<file path="src/hw/cbtrx_pkg.sv">
package cbtrx_pkg;
  localparam logic [7:0] CBTRX_OFS_CTRL = 8'h00;
  localparam logic [7:0] CBTRX_OFS_PRESCALE = 8'h04;
  localparam logic [7:0] CBTRX_OFS_SEGMENTS = 8'h08;
  localparam logic [7:0] CBTRX_OFS_FLAGS = 8'h0c;
  localparam logic [7:0] CBTRX_OFS_ENABLES = 8'h10;
  localparam logic [7:0] CBTRX_OFS_TALLY = 8'h14;
  localparam logic [7:0] CBTRX_OFS_STATUS = 8'h18;
  localparam logic CBTRX_CTRL_RESET = 1'b1;
  localparam logic [7:0] CBTRX_PRESCALE_RESET = 8'h00;
  localparam logic [7:0] CBTRX_SEGMENTS_RESET = 8'h00;
  localparam logic [7:0] CBTRX_FLAGS_RESET = 8'h00;
  localparam logic [7:0] CBTRX_ENABLES_RESET = 8'h00;
  localparam int CBTRX_WARN_LIMIT = 96;
  localparam int CBTRX_PASSIVE_LIMIT = 127;
  localparam int CBTRX_BUSOFF_LIMIT = 255;
  localparam int CBTRX_IDLE_BITS = 11;
  localparam int CBTRX_RECOVERY_RUNS = 128;
  localparam int CBTRX_PRESCALE_POS = 0;
  localparam int CBTRX_FIRST_PHASE_LENGTH_POS = 0;
  localparam int CBTRX_SECOND_PHASE_LENGTH_POS = 4;
  localparam int CBTRX_TRIPLE_SAMPLING_POS = 7;

  typedef struct packed {
    logic wake_flag;
    logic inbound_warning_flag;
    logic outbound_warning_flag;
    logic inbound_passive_flag;
    logic outbound_passive_flag;
    logic bus_off_flag;
    logic overrun_flag;
    logic receive_buffer_full;
  } cbtrx_flags_t;

  typedef struct packed {
    logic triple_sampling;
    logic [2:0] second_phase_length;
    logic [3:0] first_phase_length;
  } cbtrx_seg_t;

  typedef enum logic [1:0] {CBTRX_SYNC, CBTRX_PH1, CBTRX_PH2} cbtrx_phase_t;
endpackage

</file>
<file path="src/hw/cbtrx_core.sv">
// Implementation choices: the AHB-Lite slave port and the register addresses.
`timescale 1ns/100ps
`default_nettype none
// Behaviour
// RQ1: Triple sampling uses majority of three samples.
// RQ2: Phase one length is field plus one.
// RQ3: Phase two length is field plus one.
// RQ4: Bit time equals prescale times quanta count.
// RQ5: Timing registers writable only in soft reset.
// RQ6: Writing one clears flag, zero no effect.
// RQ7: Clear ignored while setting condition persists.
// RQ8: Flags cleared and held during soft reset.
// RQ9: Bus activity in sleep sets wake flag.
// RQ10: Inbound tally above 96 sets inbound warning.
// RQ11: Outbound tally above 96 sets outbound warning.
// RQ12: Inbound tally above 127 sets inbound passive.
// RQ13: Outbound tally above 127 sets outbound passive.
// RQ14: Outbound tally above 255 sets bus off.
// RQ15: Bus off clears after 128 idle runs.
// RQ16: Overrun sets sticky overrun flag.
// RQ17: Accepted message sets full; software clears it.
// RQ18: No buffer swap while full flag set.
// RQ19: Wake interrupt from wake flag and enable.
// RQ20: Receive interrupt from full flag and enable.
// RQ21: Error interrupt from enabled error flags.
// RQ22: Enables held reset during soft reset.
// RQ23: Prescaler divides clock by field plus one.
// RQ24: Bit is sync, phase one, phase two.
module cbtrx_core
  import cbtrx_pkg::*;
(
  input wire logic mclk,
  input wire logic resetn,
  input wire logic hsel,
  input wire logic [7:0] haddr,
  input wire logic [1:0] htrans,
  input wire logic hwrite,
  input wire logic [2:0] hsize,
  input wire logic [31:0] hwdata,
  input wire logic hready,
  output logic [31:0] hrdata,
  output logic hreadyout,
  output logic hresp,
  input wire logic rx_pin,
  input wire logic sleep_mode,
  input wire logic [8:0] inbound_fault_tally,
  input wire logic [8:0] outbound_fault_tally,
  input wire logic overrun_event,
  input wire logic message_accepted,
  output logic buffer_swap,
  output logic sample_strobe,
  output logic sampled_bit,
  output logic wake_irq,
  output logic error_irq,
  output logic receive_irq
);

  logic soft_reset_bit_ff;
  logic [7:0] bus_timing_prescale_reg_ff;
  cbtrx_seg_t bus_timing_segments_ff;
  cbtrx_flags_t receiver_status_flags_ff;
  cbtrx_flags_t receiver_interrupt_enables_ff;
  cbtrx_flags_t set_cond;
  cbtrx_flags_t hold_cond;
  logic wr_pend_ff;
  logic [7:0] wr_addr_ff;
  logic [31:0] nxt_rdata;
  logic [31:0] rdata_ff;
  logic [5:0] quantum_cnt_ff;
  logic [3:0] phase_cnt_ff;
  cbtrx_phase_t phase_ff;
  logic [2:0] sample_hist_ff;
  logic sample_strobe_ff;
  logic sampled_bit_ff;
  logic [3:0] idle_run_ff;
  logic [7:0] recovery_cnt_ff;
  logic recovered;
  logic rx_prev_ff;
  logic tq_tick;
  logic wr_fire;
  logic timing_wr_ok;
  logic [7:0] clr_req;
  logic [5:0] err_pending;
  logic at_sample_point;

  function automatic logic majority(input logic [2:0] s);
    majority = (s[0] & s[1]) | (s[0] & s[2]) | (s[1] & s[2]);
  endfunction

  function automatic logic tally_above(input logic [8:0] t, input int lim);
    tally_above = (t > 9'(lim));
  endfunction

  function automatic logic reg_hit(input logic fire, input logic [7:0] a, input logic [7:0] ofs);
    reg_hit = fire && (a == ofs);
  endfunction

  assign hreadyout = 1'b1;
  assign hresp = 1'b0;
  assign hrdata = rdata_ff;
  assign wr_fire = wr_pend_ff;
  // Timing fields only move while the engine is parked, so no bit runs on half-written settings.
  assign timing_wr_ok = wr_fire & soft_reset_bit_ff; // RQ5
  // Writing zero to a flag position asks for nothing.
  assign clr_req = reg_hit(wr_fire, wr_addr_ff, CBTRX_OFS_FLAGS) ? hwdata[7:0] : 8'h00; // RQ6

  // Address phase latch; writes land in the data phase one cycle later.
  always_ff @(posedge mclk or negedge resetn) begin
    if (!resetn) begin
      wr_pend_ff <= 1'b0;
      wr_addr_ff <= 8'h00;
    end else begin
      wr_pend_ff <= hsel & hready & htrans[1] & hwrite;
      wr_addr_ff <= haddr;
    end
  end

  // Reads are answered from a flop so data stands in the data phase.
  always_comb begin
    nxt_rdata = 32'h0000_0000;
    unique case (haddr)
      CBTRX_OFS_CTRL: nxt_rdata = {31'h0000_0000, soft_reset_bit_ff};
      CBTRX_OFS_PRESCALE: nxt_rdata = {24'h00_0000, bus_timing_prescale_reg_ff};
      CBTRX_OFS_SEGMENTS: nxt_rdata = {24'h00_0000, bus_timing_segments_ff};
      CBTRX_OFS_FLAGS: nxt_rdata = {24'h00_0000, receiver_status_flags_ff};
      CBTRX_OFS_ENABLES: nxt_rdata = {24'h00_0000, receiver_interrupt_enables_ff};
      // The tallies are read-only views of the counters kept outside this block.
      CBTRX_OFS_TALLY: nxt_rdata = {7'h00, outbound_fault_tally, 7'h00, inbound_fault_tally};
      CBTRX_OFS_STATUS: nxt_rdata = {30'h0000_0000, recovered, sleep_mode};
      default: nxt_rdata = 32'h0000_0000;
    endcase
  end

  always_ff @(posedge mclk or negedge resetn) begin
    if (!resetn) begin
      rdata_ff <= 32'h0000_0000;
    end else if (hsel & hready & htrans[1] & ~hwrite) begin
      rdata_ff <= nxt_rdata;
    end
  end

  always_ff @(posedge mclk or negedge resetn) begin
    if (!resetn) begin
      soft_reset_bit_ff <= CBTRX_CTRL_RESET;
    end else if (reg_hit(wr_fire, wr_addr_ff, CBTRX_OFS_CTRL)) begin
      soft_reset_bit_ff <= hwdata[0];
    end
  end

  always_ff @(posedge mclk or negedge resetn) begin
    if (!resetn) begin
      bus_timing_prescale_reg_ff <= CBTRX_PRESCALE_RESET;
      bus_timing_segments_ff <= CBTRX_SEGMENTS_RESET;
    end else if (timing_wr_ok) begin // RQ5
      if (wr_addr_ff == CBTRX_OFS_PRESCALE) begin
        bus_timing_prescale_reg_ff <= hwdata[7:0];
      end
      if (wr_addr_ff == CBTRX_OFS_SEGMENTS) begin
        bus_timing_segments_ff <= hwdata[7:0];
      end
    end
  end

  // Quantum clock: the six-bit field divides mclk by field plus one.
  // With a zero field the quantum ticks on every clock.
  assign tq_tick = (quantum_cnt_ff == bus_timing_prescale_reg_ff[5:0]); // RQ23 RQ4
  assign at_sample_point = (phase_ff == CBTRX_PH1) &&
    (phase_cnt_ff == bus_timing_segments_ff.first_phase_length); // RQ24

  always_ff @(posedge mclk or negedge resetn) begin
    if (!resetn) begin
      quantum_cnt_ff <= 6'h00;
    end else if (soft_reset_bit_ff || tq_tick) begin
      quantum_cnt_ff <= 6'h00;
    end else begin
      quantum_cnt_ff <= quantum_cnt_ff + 6'h01;
    end
  end

  // Invalid short segment codes are not trapped; the bit simply runs short.
  always_ff @(posedge mclk or negedge resetn) begin
    if (!resetn) begin
      phase_ff <= CBTRX_SYNC;
      phase_cnt_ff <= 4'h0;
    end else if (soft_reset_bit_ff) begin
      phase_ff <= CBTRX_SYNC;
      phase_cnt_ff <= 4'h0;
    end else if (tq_tick) begin
      unique case (phase_ff) // RQ24
        CBTRX_SYNC: begin
          phase_ff <= CBTRX_PH1;
          phase_cnt_ff <= 4'h0;
        end
        CBTRX_PH1: begin
          if (phase_cnt_ff == bus_timing_segments_ff.first_phase_length) begin // RQ2
            phase_ff <= CBTRX_PH2;
            phase_cnt_ff <= 4'h0;
          end else begin
            phase_cnt_ff <= phase_cnt_ff + 4'h1;
          end
        end
        CBTRX_PH2: begin
          if (phase_cnt_ff[2:0] == bus_timing_segments_ff.second_phase_length) begin // RQ3
            phase_ff <= CBTRX_SYNC;
            phase_cnt_ff <= 4'h0;
          end else begin
            phase_cnt_ff <= phase_cnt_ff + 4'h1;
          end
        end
        default: begin
          phase_ff <= CBTRX_SYNC;
          phase_cnt_ff <= 4'h0;
        end
      endcase
    end
  end

  // The sample history shifts once per quantum, so the two older taps sit before the sample point.
  always_ff @(posedge mclk or negedge resetn) begin
    if (!resetn) begin
      sample_hist_ff <= 3'h7;
      sample_strobe_ff <= 1'b0;
      sampled_bit_ff <= 1'b1;
    end else if (soft_reset_bit_ff) begin
      // Nothing is sampled while the engine is parked, and stale history is dropped.
      sample_strobe_ff <= 1'b0;
      sample_hist_ff <= 3'h7;
    end else begin
      sample_strobe_ff <= 1'b0;
      if (tq_tick) begin
        sample_hist_ff <= {sample_hist_ff[1:0], rx_pin};
        if (at_sample_point) begin
          sample_strobe_ff <= 1'b1;
          sampled_bit_ff <= bus_timing_segments_ff.triple_sampling ?
                            majority({sample_hist_ff[1:0], rx_pin}) : rx_pin; // RQ1
        end
      end
    end
  end

  assign sample_strobe = sample_strobe_ff;
  assign sampled_bit = sampled_bit_ff;

  // Bus-off recovery counts runs of eleven recessive bits while bus-off stands.
  always_ff @(posedge mclk or negedge resetn) begin
    if (!resetn) begin
      idle_run_ff <= 4'h0;
      recovery_cnt_ff <= 8'h00;
    end else if (!receiver_status_flags_ff.bus_off_flag) begin
      idle_run_ff <= 4'h0;
      recovery_cnt_ff <= 8'h00;
    end else if (sample_strobe_ff) begin
      if (!sampled_bit_ff) begin
        idle_run_ff <= 4'h0;
      end else if (idle_run_ff == 4'(CBTRX_IDLE_BITS - 1)) begin
        idle_run_ff <= 4'h0;
        if (!recovered) begin
          recovery_cnt_ff <= recovery_cnt_ff + 8'h01; // RQ15
        end
      end else begin
        idle_run_ff <= idle_run_ff + 4'h1;
      end
    end
  end

  assign recovered = (recovery_cnt_ff == 8'(CBTRX_RECOVERY_RUNS));

  always_ff @(posedge mclk or negedge resetn) begin
    if (!resetn) begin
      rx_prev_ff <= 1'b1;
    end else begin
      rx_prev_ff <= rx_pin;
    end
  end

  always_comb begin
    set_cond = '0;
    set_cond.wake_flag = sleep_mode & rx_prev_ff & ~rx_pin; // RQ9
    set_cond.inbound_warning_flag = tally_above(inbound_fault_tally, CBTRX_WARN_LIMIT) &
      ~receiver_status_flags_ff.inbound_passive_flag & ~receiver_status_flags_ff.outbound_passive_flag &
      ~receiver_status_flags_ff.bus_off_flag; // RQ10
    set_cond.outbound_warning_flag = tally_above(outbound_fault_tally, CBTRX_WARN_LIMIT) &
      ~receiver_status_flags_ff.inbound_passive_flag & ~receiver_status_flags_ff.outbound_passive_flag &
      ~receiver_status_flags_ff.bus_off_flag; // RQ11
    set_cond.inbound_passive_flag = tally_above(inbound_fault_tally, CBTRX_PASSIVE_LIMIT) &
      ~receiver_status_flags_ff.bus_off_flag; // RQ12
    set_cond.outbound_passive_flag = tally_above(outbound_fault_tally, CBTRX_PASSIVE_LIMIT) &
      ~receiver_status_flags_ff.bus_off_flag; // RQ13
    set_cond.bus_off_flag = tally_above(outbound_fault_tally, CBTRX_BUSOFF_LIMIT); // RQ14
    set_cond.overrun_flag = overrun_event; // RQ16
    set_cond.receive_buffer_full = message_accepted & ~receiver_status_flags_ff.receive_buffer_full; // RQ17
  end

  // A clear is refused while its cause persists; overrun and full have no lasting cause.
  always_comb begin
    hold_cond = '0;
    // Wake stays pending while the bus is still dominant in sleep.
    hold_cond.wake_flag = sleep_mode & ~rx_pin; // RQ7
    hold_cond.inbound_warning_flag = tally_above(inbound_fault_tally, CBTRX_WARN_LIMIT);
    hold_cond.outbound_warning_flag = tally_above(outbound_fault_tally, CBTRX_WARN_LIMIT);
    hold_cond.inbound_passive_flag = tally_above(inbound_fault_tally, CBTRX_PASSIVE_LIMIT);
    hold_cond.outbound_passive_flag = tally_above(outbound_fault_tally, CBTRX_PASSIVE_LIMIT);
    hold_cond.bus_off_flag = ~recovered; // RQ15
  end

  // The swap happens only into a released foreground buffer.
  assign buffer_swap = set_cond.receive_buffer_full; // RQ18

  always_ff @(posedge mclk or negedge resetn) begin
    if (!resetn) begin
      receiver_status_flags_ff <= CBTRX_FLAGS_RESET;
    end else if (soft_reset_bit_ff) begin
      receiver_status_flags_ff <= CBTRX_FLAGS_RESET; // RQ8
    end else begin
      // A set and a clear in one cycle leave the flag set, so no event is lost.
      for (int i = 0; i < 8; i++) begin
        if (set_cond[i]) begin
          receiver_status_flags_ff[i] <= 1'b1;
        end else if (clr_req[i] && !hold_cond[i]) begin // RQ6 RQ7
          receiver_status_flags_ff[i] <= 1'b0;
        end
      end
    end
  end

  always_ff @(posedge mclk or negedge resetn) begin
    if (!resetn) begin
      receiver_interrupt_enables_ff <= CBTRX_ENABLES_RESET;
    end else if (soft_reset_bit_ff) begin
      // Enables park at zero so no interrupt escapes a soft reset.
      receiver_interrupt_enables_ff <= CBTRX_ENABLES_RESET; // RQ22
    end else if (reg_hit(wr_fire, wr_addr_ff, CBTRX_OFS_ENABLES)) begin
      receiver_interrupt_enables_ff <= hwdata[7:0];
    end
  end

  assign wake_irq = receiver_status_flags_ff.wake_flag & receiver_interrupt_enables_ff.wake_flag; // RQ19
  assign receive_irq = receiver_status_flags_ff.receive_buffer_full &
    receiver_interrupt_enables_ff.receive_buffer_full; // RQ20
  assign err_pending = receiver_status_flags_ff[6:1] & receiver_interrupt_enables_ff[6:1];
  assign error_irq = |err_pending; // RQ21

endmodule // cbtrx_core
`default_nettype wire

</file>
<file path="config.mk">
export PLATFORM = sky130hd
export DESIGN_NAME = cbtrx_core
export DESIGN_NICKNAME = d
export VERILOG_FILES = /design/src/hw/cbtrx_pkg.sv /design/src/hw/cbtrx_core.sv
export SDC_FILE = /design/constraint.sdc
export NUM_CORES = 1
export LEC_CHECK = 0
export ABC_AREA = 1
export BUFFER_PORTS_ARGS = -buffer_cell sky130_fd_sc_hd__buf_2
export CAP_MARGIN = 10
export CORE_ASPECT_RATIO = 0.6
export CORE_UTILIZATION = 45
export CTS_CLUSTER_SIZE = 8
export DETAILED_ROUTE_END_ITERATION = 10
export PLACE_DENSITY = 0.74
export SLEW_MARGIN = 20
export SYNTH_ARGS = -nofsm -noshare
export SYNTH_HDL_FRONTEND = slang
export SYNTH_SLANG_ARGS = --single-unit
</file>
<file path="constraint.sdc">
create_clock -name mclk -period 1.9 [get_ports mclk]
set_input_delay 0.285 -clock mclk [delete_from_list [all_inputs] [get_ports mclk]]
set_output_delay 0.285 -clock mclk [all_outputs]
set_load 0.05 [all_outputs]
</file>
# After elaboration in Yosys (flattened, before gate mapping)
# Cells that the tools add are included.
[op_classes] add_sub_neg=4 mul=0 div=0 n_lt_le_gt_ge=5 n_eq_ne=23 shift=0 muxes=47 bitwise=32 reduce_logical=35
[ops] op="$pmux 25 s7" count=1
[ops] op="$mux 8" count=9
[ops] op="$gt 9x7->1 const B" count=4
[ops] op="$eq 8x4->1 const B" count=4
[ops] op="$eq 8x5->1 const B" count=4
[ops] op="$mux 4" count=8
[ops] op="$reduce_bool 3->1" count=8
[ops] op="$and 1x1->1" count=22
[ops] op="$mux 1" count=20
[ops] op="$eq 8x3->1 const B" count=2
[ops] op="$logic_not 8->1" count=2
[ops] op="$mux 2" count=6
[ops] op="$logic_and 1x1->1" count=10
[ops] op="$gt 9x8->1 const B" count=1
[ops] op="$add 4x1->4 const B" count=2
[ops] op="$add 8x1->8 const B" count=1
[ops] op="$eq 8x8->1 const B" count=1
[ops] op="$pmux 4 s2" count=1
[ops] op="$not 1->1" count=7
[ops] op="$add 6x1->6 const B" count=1
[ops] op="$and 6x6->6" count=1
[ops] op="$eq 6x6->1" count=1
[ops] op="$mux 6" count=1
[ops] op="$ne 2x1->1 const B" count=3
[ops] op="other kinds (18)" count=26
[word_totals] ff_bits=103 latchBits=0 ram_bits=0 mem_bits_ro=0 in_bits=72 out_inout_bits=40 word_cells=179 n_memories=0

# Longest topological paths before layout
# Gate-level depths: netlist of run 1.
[depth] ltp_word=7 ltp_mapped=11 depth_no_buf=10

# Least setup slack after synthesis of run 1
# No wires, ideal clock.
[synth_path] path_kind="register to output" startpoint="reg receiver_interrupt_enables_ff[5] (netlist name)" endpoint="out error_irq" arrival_ns=0.907 required_time_ns=1.615 slack_ns=0.708 stages_incl_launch_ff=5 n_path_buf=0 cell_sequence="dfrtp_1 > inv_1 > o22ai_1 > a21oi_1 > nand2_1"
[synth_via] elab_chain_cells=2
[synth_lines] element="start, declared" line_no="cbtrx_core.sv:62" text="cbtrx_flags_t receiver_interrupt_enables_ff;"
[synth_lines] element="start signal, assigned" line_no="cbtrx_core.sv:333" text="receiver_interrupt_enables_ff <= hwdata[7:0];"
[synth_lines] element="$and 6x6->6" line_no="cbtrx_core.sv:340" text="assign err_pending = receiver_status_flags_ff[6:1] & receiver_interrupt_enables_ff[6:1];"
[synth_lines] element="$reduce_or 6->1" line_no="cbtrx_core.sv:341" text="assign error_irq = |err_pending;"
[synth_lines] element="end, declared" line_no="cbtrx_core.sv:54" text="output logic error_irq,"
# Every way passes these cells.

# Worst setup path in the final report of run 1
# Same ends and word-level chain as after synthesis.

==> reports/qor.yml, run 1 <==
coreArea_mm2: 0.0107
worstPathRequired_ns: 1.62
clockBufferDepth: 2
reg2reg_slack_ns: 0.23
hp-class: "in -> reg"
rows: 29
finalCritPeriodShare: 0.907
design_area_mm2: 0.00573
first_pass_iters: 5
grt_max_degree: 49
cts_sinks: 89
setup_viol: 0
cts_hold_buf: 1
die_h_um: 83.4
yosysSeqAreaShare: 0.449
cp_cell_sequence: "inv_1, o22ai_1, a21oi_1, nand2_1, buf_2"
fmax_mhz: 580
p_leak_nw: 3.00
post_drt_wl_per_cell_um: 14.8
clk_pin_slew_ns: 0.07
synth.most_common_cell: "nand2_1"
ys.flop_type: "dfrtp_1"
tns_ns: 0
die_area_mm2: 0.0115
cts_resized: 0
fin_worst_skew_ns: 0.00732
cp_slowest_stage_delay_ns: 0.36
worst_pin_slew_ns: 0.557
avgSynthCellArea_um2: 7.67
postCtsSetupBuffers: 0
fin_crit_ns: 1.72
synth_top_family_by_area: "simple AND/OR/NAND/NOR gates"
root_buffer: "clkbuf_16"
die_w_um: 138
dp_cells: 848
place_ws_ns: 0.264
dpl-instance-area_mm2: 0.00542
htree_levels: 3
grt_antenna_before_repair: 0
synthXorXnorAreaFrac: 0.0211
worstSetupPathType: "reg -> out"
wirelength_um: 12800
rsz0062_at_grt: "false"
cp_slowest_cell: "dfrtp_1"
grt-ovfl-total: 0
synth_top_area_cell: "dfrtp_1"
synthTopCellsByArea: "dfrtp_1, nand2_1, nand3_1"
synth_compound_area_frac: 0.0899
grt_pass1_vias: 4197
synthTopCellsByCount: "nand2_1, inv_1, dfrtp_1"
crit_family: "flip-flops"
yosysWarnings: 0
via_count: 4544
syn-cell-area_mm2: 0.00497
clock_latency_ns: 0.34
yosys.area_share.simple: 0.305
yosys-mux-area-fraction: 0.00201
io-pin-count: 112
start_util: 0.466
fin_cells: 865
synth_edf_count: 0
areaGrowthSynthToFinish_pct: 15.3
synth-adder-area-share: 0.0227
crit_buf_inv: 2
nets: 802
port_buffers: 67
ir_drop_uv: 425
critPathMaxFanout: 2
grtUsageTotal: 0.237
cp-start-kind: "flip-flop"
gp_congestion: 0.888
numCtsBuffers: 9
dp_hpwl_um: 9660
max_cap_viol_count: 0
worstSetupEndpointType: "output port"
syn_inst: 648
via_per_inst: 5.25
cts_tree: "built"
slew_headroom: 0.629
grt_pass1_wl_um: 20700
final_core_util: 0.537
hold_viol_final: 0
drt_iter0_markers: 448
worstPathArrival_ns: 1.44
synth_seq_cells: 89
pwr_density_cell_mw_per_mm2: 711
synth_top_area_share: 0.423
drc: 0
drive_gt1_frac: 0.182
synth_cell_types: 35
ant_nets: 0
diodes: 0
nFillCells: 987
status: "finished, final reports clean"
setup_ws_ns: 0.177
report.final.slew_viol_count: 0
async_flop_share: 1.00
==> worst paths after layout <==
path / from / to / depth (start not counted)
worst min register to register: hrdata[1] / hrdata[1] / 2
worst min-delay path: rx_pin / rx_prev_ff / 1
max in group asynchronous: resetn / soft_reset_bit_ff / 3
min in group asynchronous: resetn / wr_fire / 2
worst max register to register: soft_reset_bit_ff / bus_timing_prescale_reg_ff[5] / 5
worst max-delay path: receiver_interrupt_enables_ff[5] / error_irq / 5
==> worst register-to-register path, delay by kind of cell (launching register included) <==
| family | cells | cell delay [ns] |
|---|---|---|
| flip-flops | 1 | 0.54 |
| AND/OR/NAND/NOR | 3 | 0.80 |
| AO/OA/AOI/OAI | 1 | 0.08 |
| buffers and inverters | 1 | 0.13 |
==> placed cells by master, fill, tap and decap left out, types with 12 or more instances in the layout <==
| cell type | count |
|---|---|
| nand2_1 | 180 |
| inv_1 | 86 |
| dfrtp_1 | 84 |
| nand3_1 | 78 |
| buf_2 | 66 |
| nor2_1 | 48 |
| o21ai_0 | 26 |
| conb_1 | 16 |
| a21oi_1 | 13 |
| o21ai_1 | 12 |
==> registers in the layout, indices dropped and copies added (netlist names), 2 cells and up <==
name	flops
sample_hist_ff	2
phase_ff	2
quantum_cnt_ff	6
phase_cnt_ff	4
recovery_cnt_ff	8
idle_run_ff	4
receiver_interrupt_enables_ff	8
hrdata	18
receiver_status_flags_ff	8
bus_timing_segments_ff	8
bus_timing_prescale_reg_ff	8
wr_addr_ff	8
==> metal layers <==
layer / up-vias / global-route usage / share of wire
li1: 2180 / - / -
met1: 2125 / 0.359 / 0.47
met2: 219 / 0.327 / 0.41
met3: 20 / 0.0592 / 0.099
met4: 0 / 0.0749 / 0.017
met5: - / 0 / 0
==> final cells by class <==
class	instances	area (um^2)	share of cell area
multi-input cells	453	2250	0.392
well taps	139	174	0.0303
flip-flops and latches	89	2230	0.390
clock inverters	6	67.6	0.0118
repair buffers	77	428	0.0746
clock buffers	10	239	0.0417
inverters	91	342	0.0596
==> through the flow <==
step | total power, W | hold WS, ns
2_1_floorplan | 0.00216 | -0.0106
3_3_place_gp | 0.00227 | 0.156
3_5_place_dp | 0.00227 | 0.162
4_1_cts | 0.00409 | 0.0463
5_1_grt | 0.00419 | 0.0498
6_report | 0.00408 | 0.0539
==> kinds of logic after synthesis <==
group,Yosys count
simple gates,338
compound gates,77
xor+xnor,12
flops,89
buf+inv,120
other cells,2
mux,1
fa+ha+maj,9
==> power by group <==
group          switching (W)  internal (W)
sequential         0.0000164       0.00191
combinational       0.000237     0.0000739
clock               0.000779       0.00106
total                0.00103       0.00305
No activity file was read; power rests on OpenSTA's default activity.
==> run 2, diff against run 1 <==
--- a/config.mk
+++ b/config.mk
@@ -9,10 +9,11 @@
 export BUFFER_PORTS_ARGS = -buffer_cell sky130_fd_sc_hd__buf_2
 export CAP_MARGIN = 10
 export CORE_ASPECT_RATIO = 0.6
-export CORE_UTILIZATION = 45
+export CORE_UTILIZATION = 40
 export CTS_CLUSTER_SIZE = 8
 export DETAILED_ROUTE_END_ITERATION = 10
-export PLACE_DENSITY = 0.74
+export PLACE_DENSITY = 0.68
+export SETUP_SLACK_MARGIN = 0.4
 export SLEW_MARGIN = 20
 export SYNTH_ARGS = -nofsm -noshare
 export SYNTH_HDL_FRONTEND = slang
==> run 2 against run 1 <==
  * Critical path depth is the same
  * Worst setup slack gained 0.13 ns
  * First-iteration DRC count shrank 6.0%
  * Die area grew 12%
  * Critical endpoint unchanged
==> reports/qor.yml, run 2 (same netlist as run 1, synthesis figures left out) <==
worstPathArrival_ns: 1.31  # was 1.44 ns
min_from: "haddr[6]"  # was rx_pin
coreArea_mm2: 0.0121  # was 0.0107 mm^2
fin_crit_ns: 1.60  # was 1.72 ns
grt_pass1_vias: 4173  # was 4,197
rr_startpoint: "wr_addr_ff[4]"  # was soft_reset_bit_ff
fin_cells: 920  # was 865
fin_worst_skew_ns: 0.0102  # was 0.00732 ns
finalCritPeriodShare: 0.840  # was 0.907
hp-class: "in -> reg"  # unchanged
dp_hpwl_um: 9760  # was 9660 um
pwr_density_cell_mw_per_mm2: 647  # was 711 mW/mm^2
setup_viol: 0  # unchanged
die_w_um: 146  # was 138 um
diodes: 0  # unchanged
io-pin-count: 112  # unchanged
critPathMaxFanout: 2  # unchanged
port_buffers: 67  # unchanged
clk_pin_slew_ns: 0.07  # about the same
rows: 31  # was 29
start_util: 0.411  # was 0.466
seq_area_mm2: 0.00224  # was 0.00223 mm^2
report.final.slew_viol_count: 0  # unchanged
cts_tree: "built"  # unchanged
post_drt_wl_per_cell_um: 14.8  # about the same
nets: 831  # was 802
cts_sinks: 89  # unchanged
tns_ns: 0  # unchanged
critPathLaunch: "receiver_status_flags_ff[4]"  # was receiver_interrupt_enables_ff[5]
nFillCells: 1131  # was 987
status: "finished, final reports clean"  # unchanged
wirelength_um: 13600  # was 12,800 um
cp_cell_sequence: "inv_2, o22ai_2, a21oi_1, nand2_1, buf_6"  # was inv_1, o22ai_1, a21oi_1, nand2_1, buf_2
worstSetupPathType: "reg -> out"  # unchanged
rsz0062_at_grt: "true"  # was false
clock_latency_ns: 0.35  # was 0.34 ns
hold_viol_final: 0  # unchanged
areaGrowthSynthToFinish_pct: 26.5  # was 15.3%
final_core_util: 0.519  # was 0.537
via_count: 4664  # was 4,544
cp-start-kind: "flip-flop"  # unchanged
cp_slowest_stage_delay_ns: 0.40  # was 0.36 ns
grt_max_degree: 43  # was 49
grt-ovfl-total: 0  # unchanged
worstPathRequired_ns: 1.62  # about the same
via_per_inst: 5.07  # was 5.25
root_buffer: "clkbuf_16"  # unchanged
drive_gt1_frac: 0.279  # was 0.182
cp_slowest_cell: "dfrtp_1"  # unchanged
grt_pass1_wl_um: 21100  # was 20,700 um
numCtsBuffers: 9  # unchanged
p_leak_nw: 3.22  # was 3.00 nW
clockBufferDepth: 2  # unchanged
first_pass_iters: 5  # unchanged
die_area_mm2: 0.0129  # was 0.0115 mm^2
die_h_um: 88.4  # was 83.4 um
ir_drop_uv: 441  # was 425 uV
fmax_mhz: 626  # was 580 MHz
multi_input_area_mm2: 0.00248  # was 0.00225 mm^2
ant_nets: 0  # unchanged
worstSetupEndpointType: "output port"  # unchanged
whs_ns: 0.0612  # was 0.0539 ns
drt_iter0_markers: 421  # was 448
gp_congestion: 0.903  # was 0.888
worst_pin_slew_ns: 0.567  # was 0.557 ns
grt_antenna_before_repair: 0  # unchanged
layout_commonest_cell: "nand2_1"  # unchanged
grtUsageTotal: 0.213  # was 0.237
layout_common_cells: "nand2_1, dfrtp_1, nand3_1"  # was nand2_1, inv_1, dfrtp_1
htree_levels: 3  # unchanged
slew_headroom: 0.622  # was 0.629
dp_cells: 875  # was 848
max_cap_viol_count: 0  # unchanged
largest_reg_flops: 18  # unchanged
drc: 0  # unchanged
run 2: cell count changes in the layout (fill, tap and decap cells not counted), moves of 4 or more:
cell,change
buf_4,+25
dfrtp_1,-6
dfrtp_2,+6
inv_1,-14
inv_2,+13
nand2_1,-10
nand2_4,+10
nand3_1,-4
nor2_1,-7
nor2_2,+5
run 2: layer usage:
layer	vias up	global-route usage	share of wire
met5	-	0	0
li1	2237	-	-
met3	17	0.0340	0.084
met4	0	0.0584	0.013
met2	217	0.314	0.42
met1	2193	0.323	0.49
run 2: power breakdown:
group | internal (W) | total [W] | leakage [nW] | switching (W)
logic | 0.0000817 | 0.000326 | 1.96 | 0.000244
clock network | 0.00106 | 0.00181 | 0.149 | 0.000751
registers | 0.00192 | 0.00193 | 1.12 | 0.0000190
run 2: worst max-delay path: cells and delay by family, from the launching register on:
kind / cells / cell delay, ns
buffers and inverters: 2 / 0.25
DFF: 1 / 0.40
AOI/OAI and AO/OA: 2 / 0.21
and+or+nand+nor: 1 / 0.11
run 2: final cells by class:
| type | count | share of cell area |
|---|---|---|
| clock buffer | 10 | 0.0380 |
| clock inverter | 6 | 0.0104 |
| inverter | 91 | 0.0547 |
| multi-input combinational | 453 | 0.394 |
| sequential | 89 | 0.356 |
| tap | 165 | 0.0328 |
| timing repair buffer | 106 | 0.114 |
run 2: final timing paths:
path	endpoint	slack (ns)	depth (start not counted)
min in group asynchronous	recovery_cnt_ff[1]	0.48	2
setup / recovery	error_irq	0.30	5
setup reg to reg	bus_timing_segments_ff[5]	0.40	7
hold reg to reg	hrdata[6]	0.48	2
max in group asynchronous	phase_cnt_ff[0]	0.80	3
hold / removal	wr_addr_ff[6]	0.06	1
run 2: per-stage QoR:
stage | instance area [um^2] | worst slack (ns) | power (W)
after floorplan | 5020 | 0.534 | 0.00216
after global placement | 5460 | 0.324 | 0.00227
after detailed placement | 5460 | 0.308 | 0.00228
after CTS | 5910 | 0.312 | 0.00407
after global routing | 6290 | 0.273 | 0.00421
final | 6290 | 0.303 | 0.00407
run 2: repair_timing:
item | 4_1_cts | 5_1_grt
pin swaps | 6 | 13
hold buffers | 1 | 0
resized for setup | 17 | 62
cloned | 0 | 2
endpoints found under the hold margin | 35 | 0
endpoints found under the setup margin | 30 | 46
setup buffers | 10 | 16
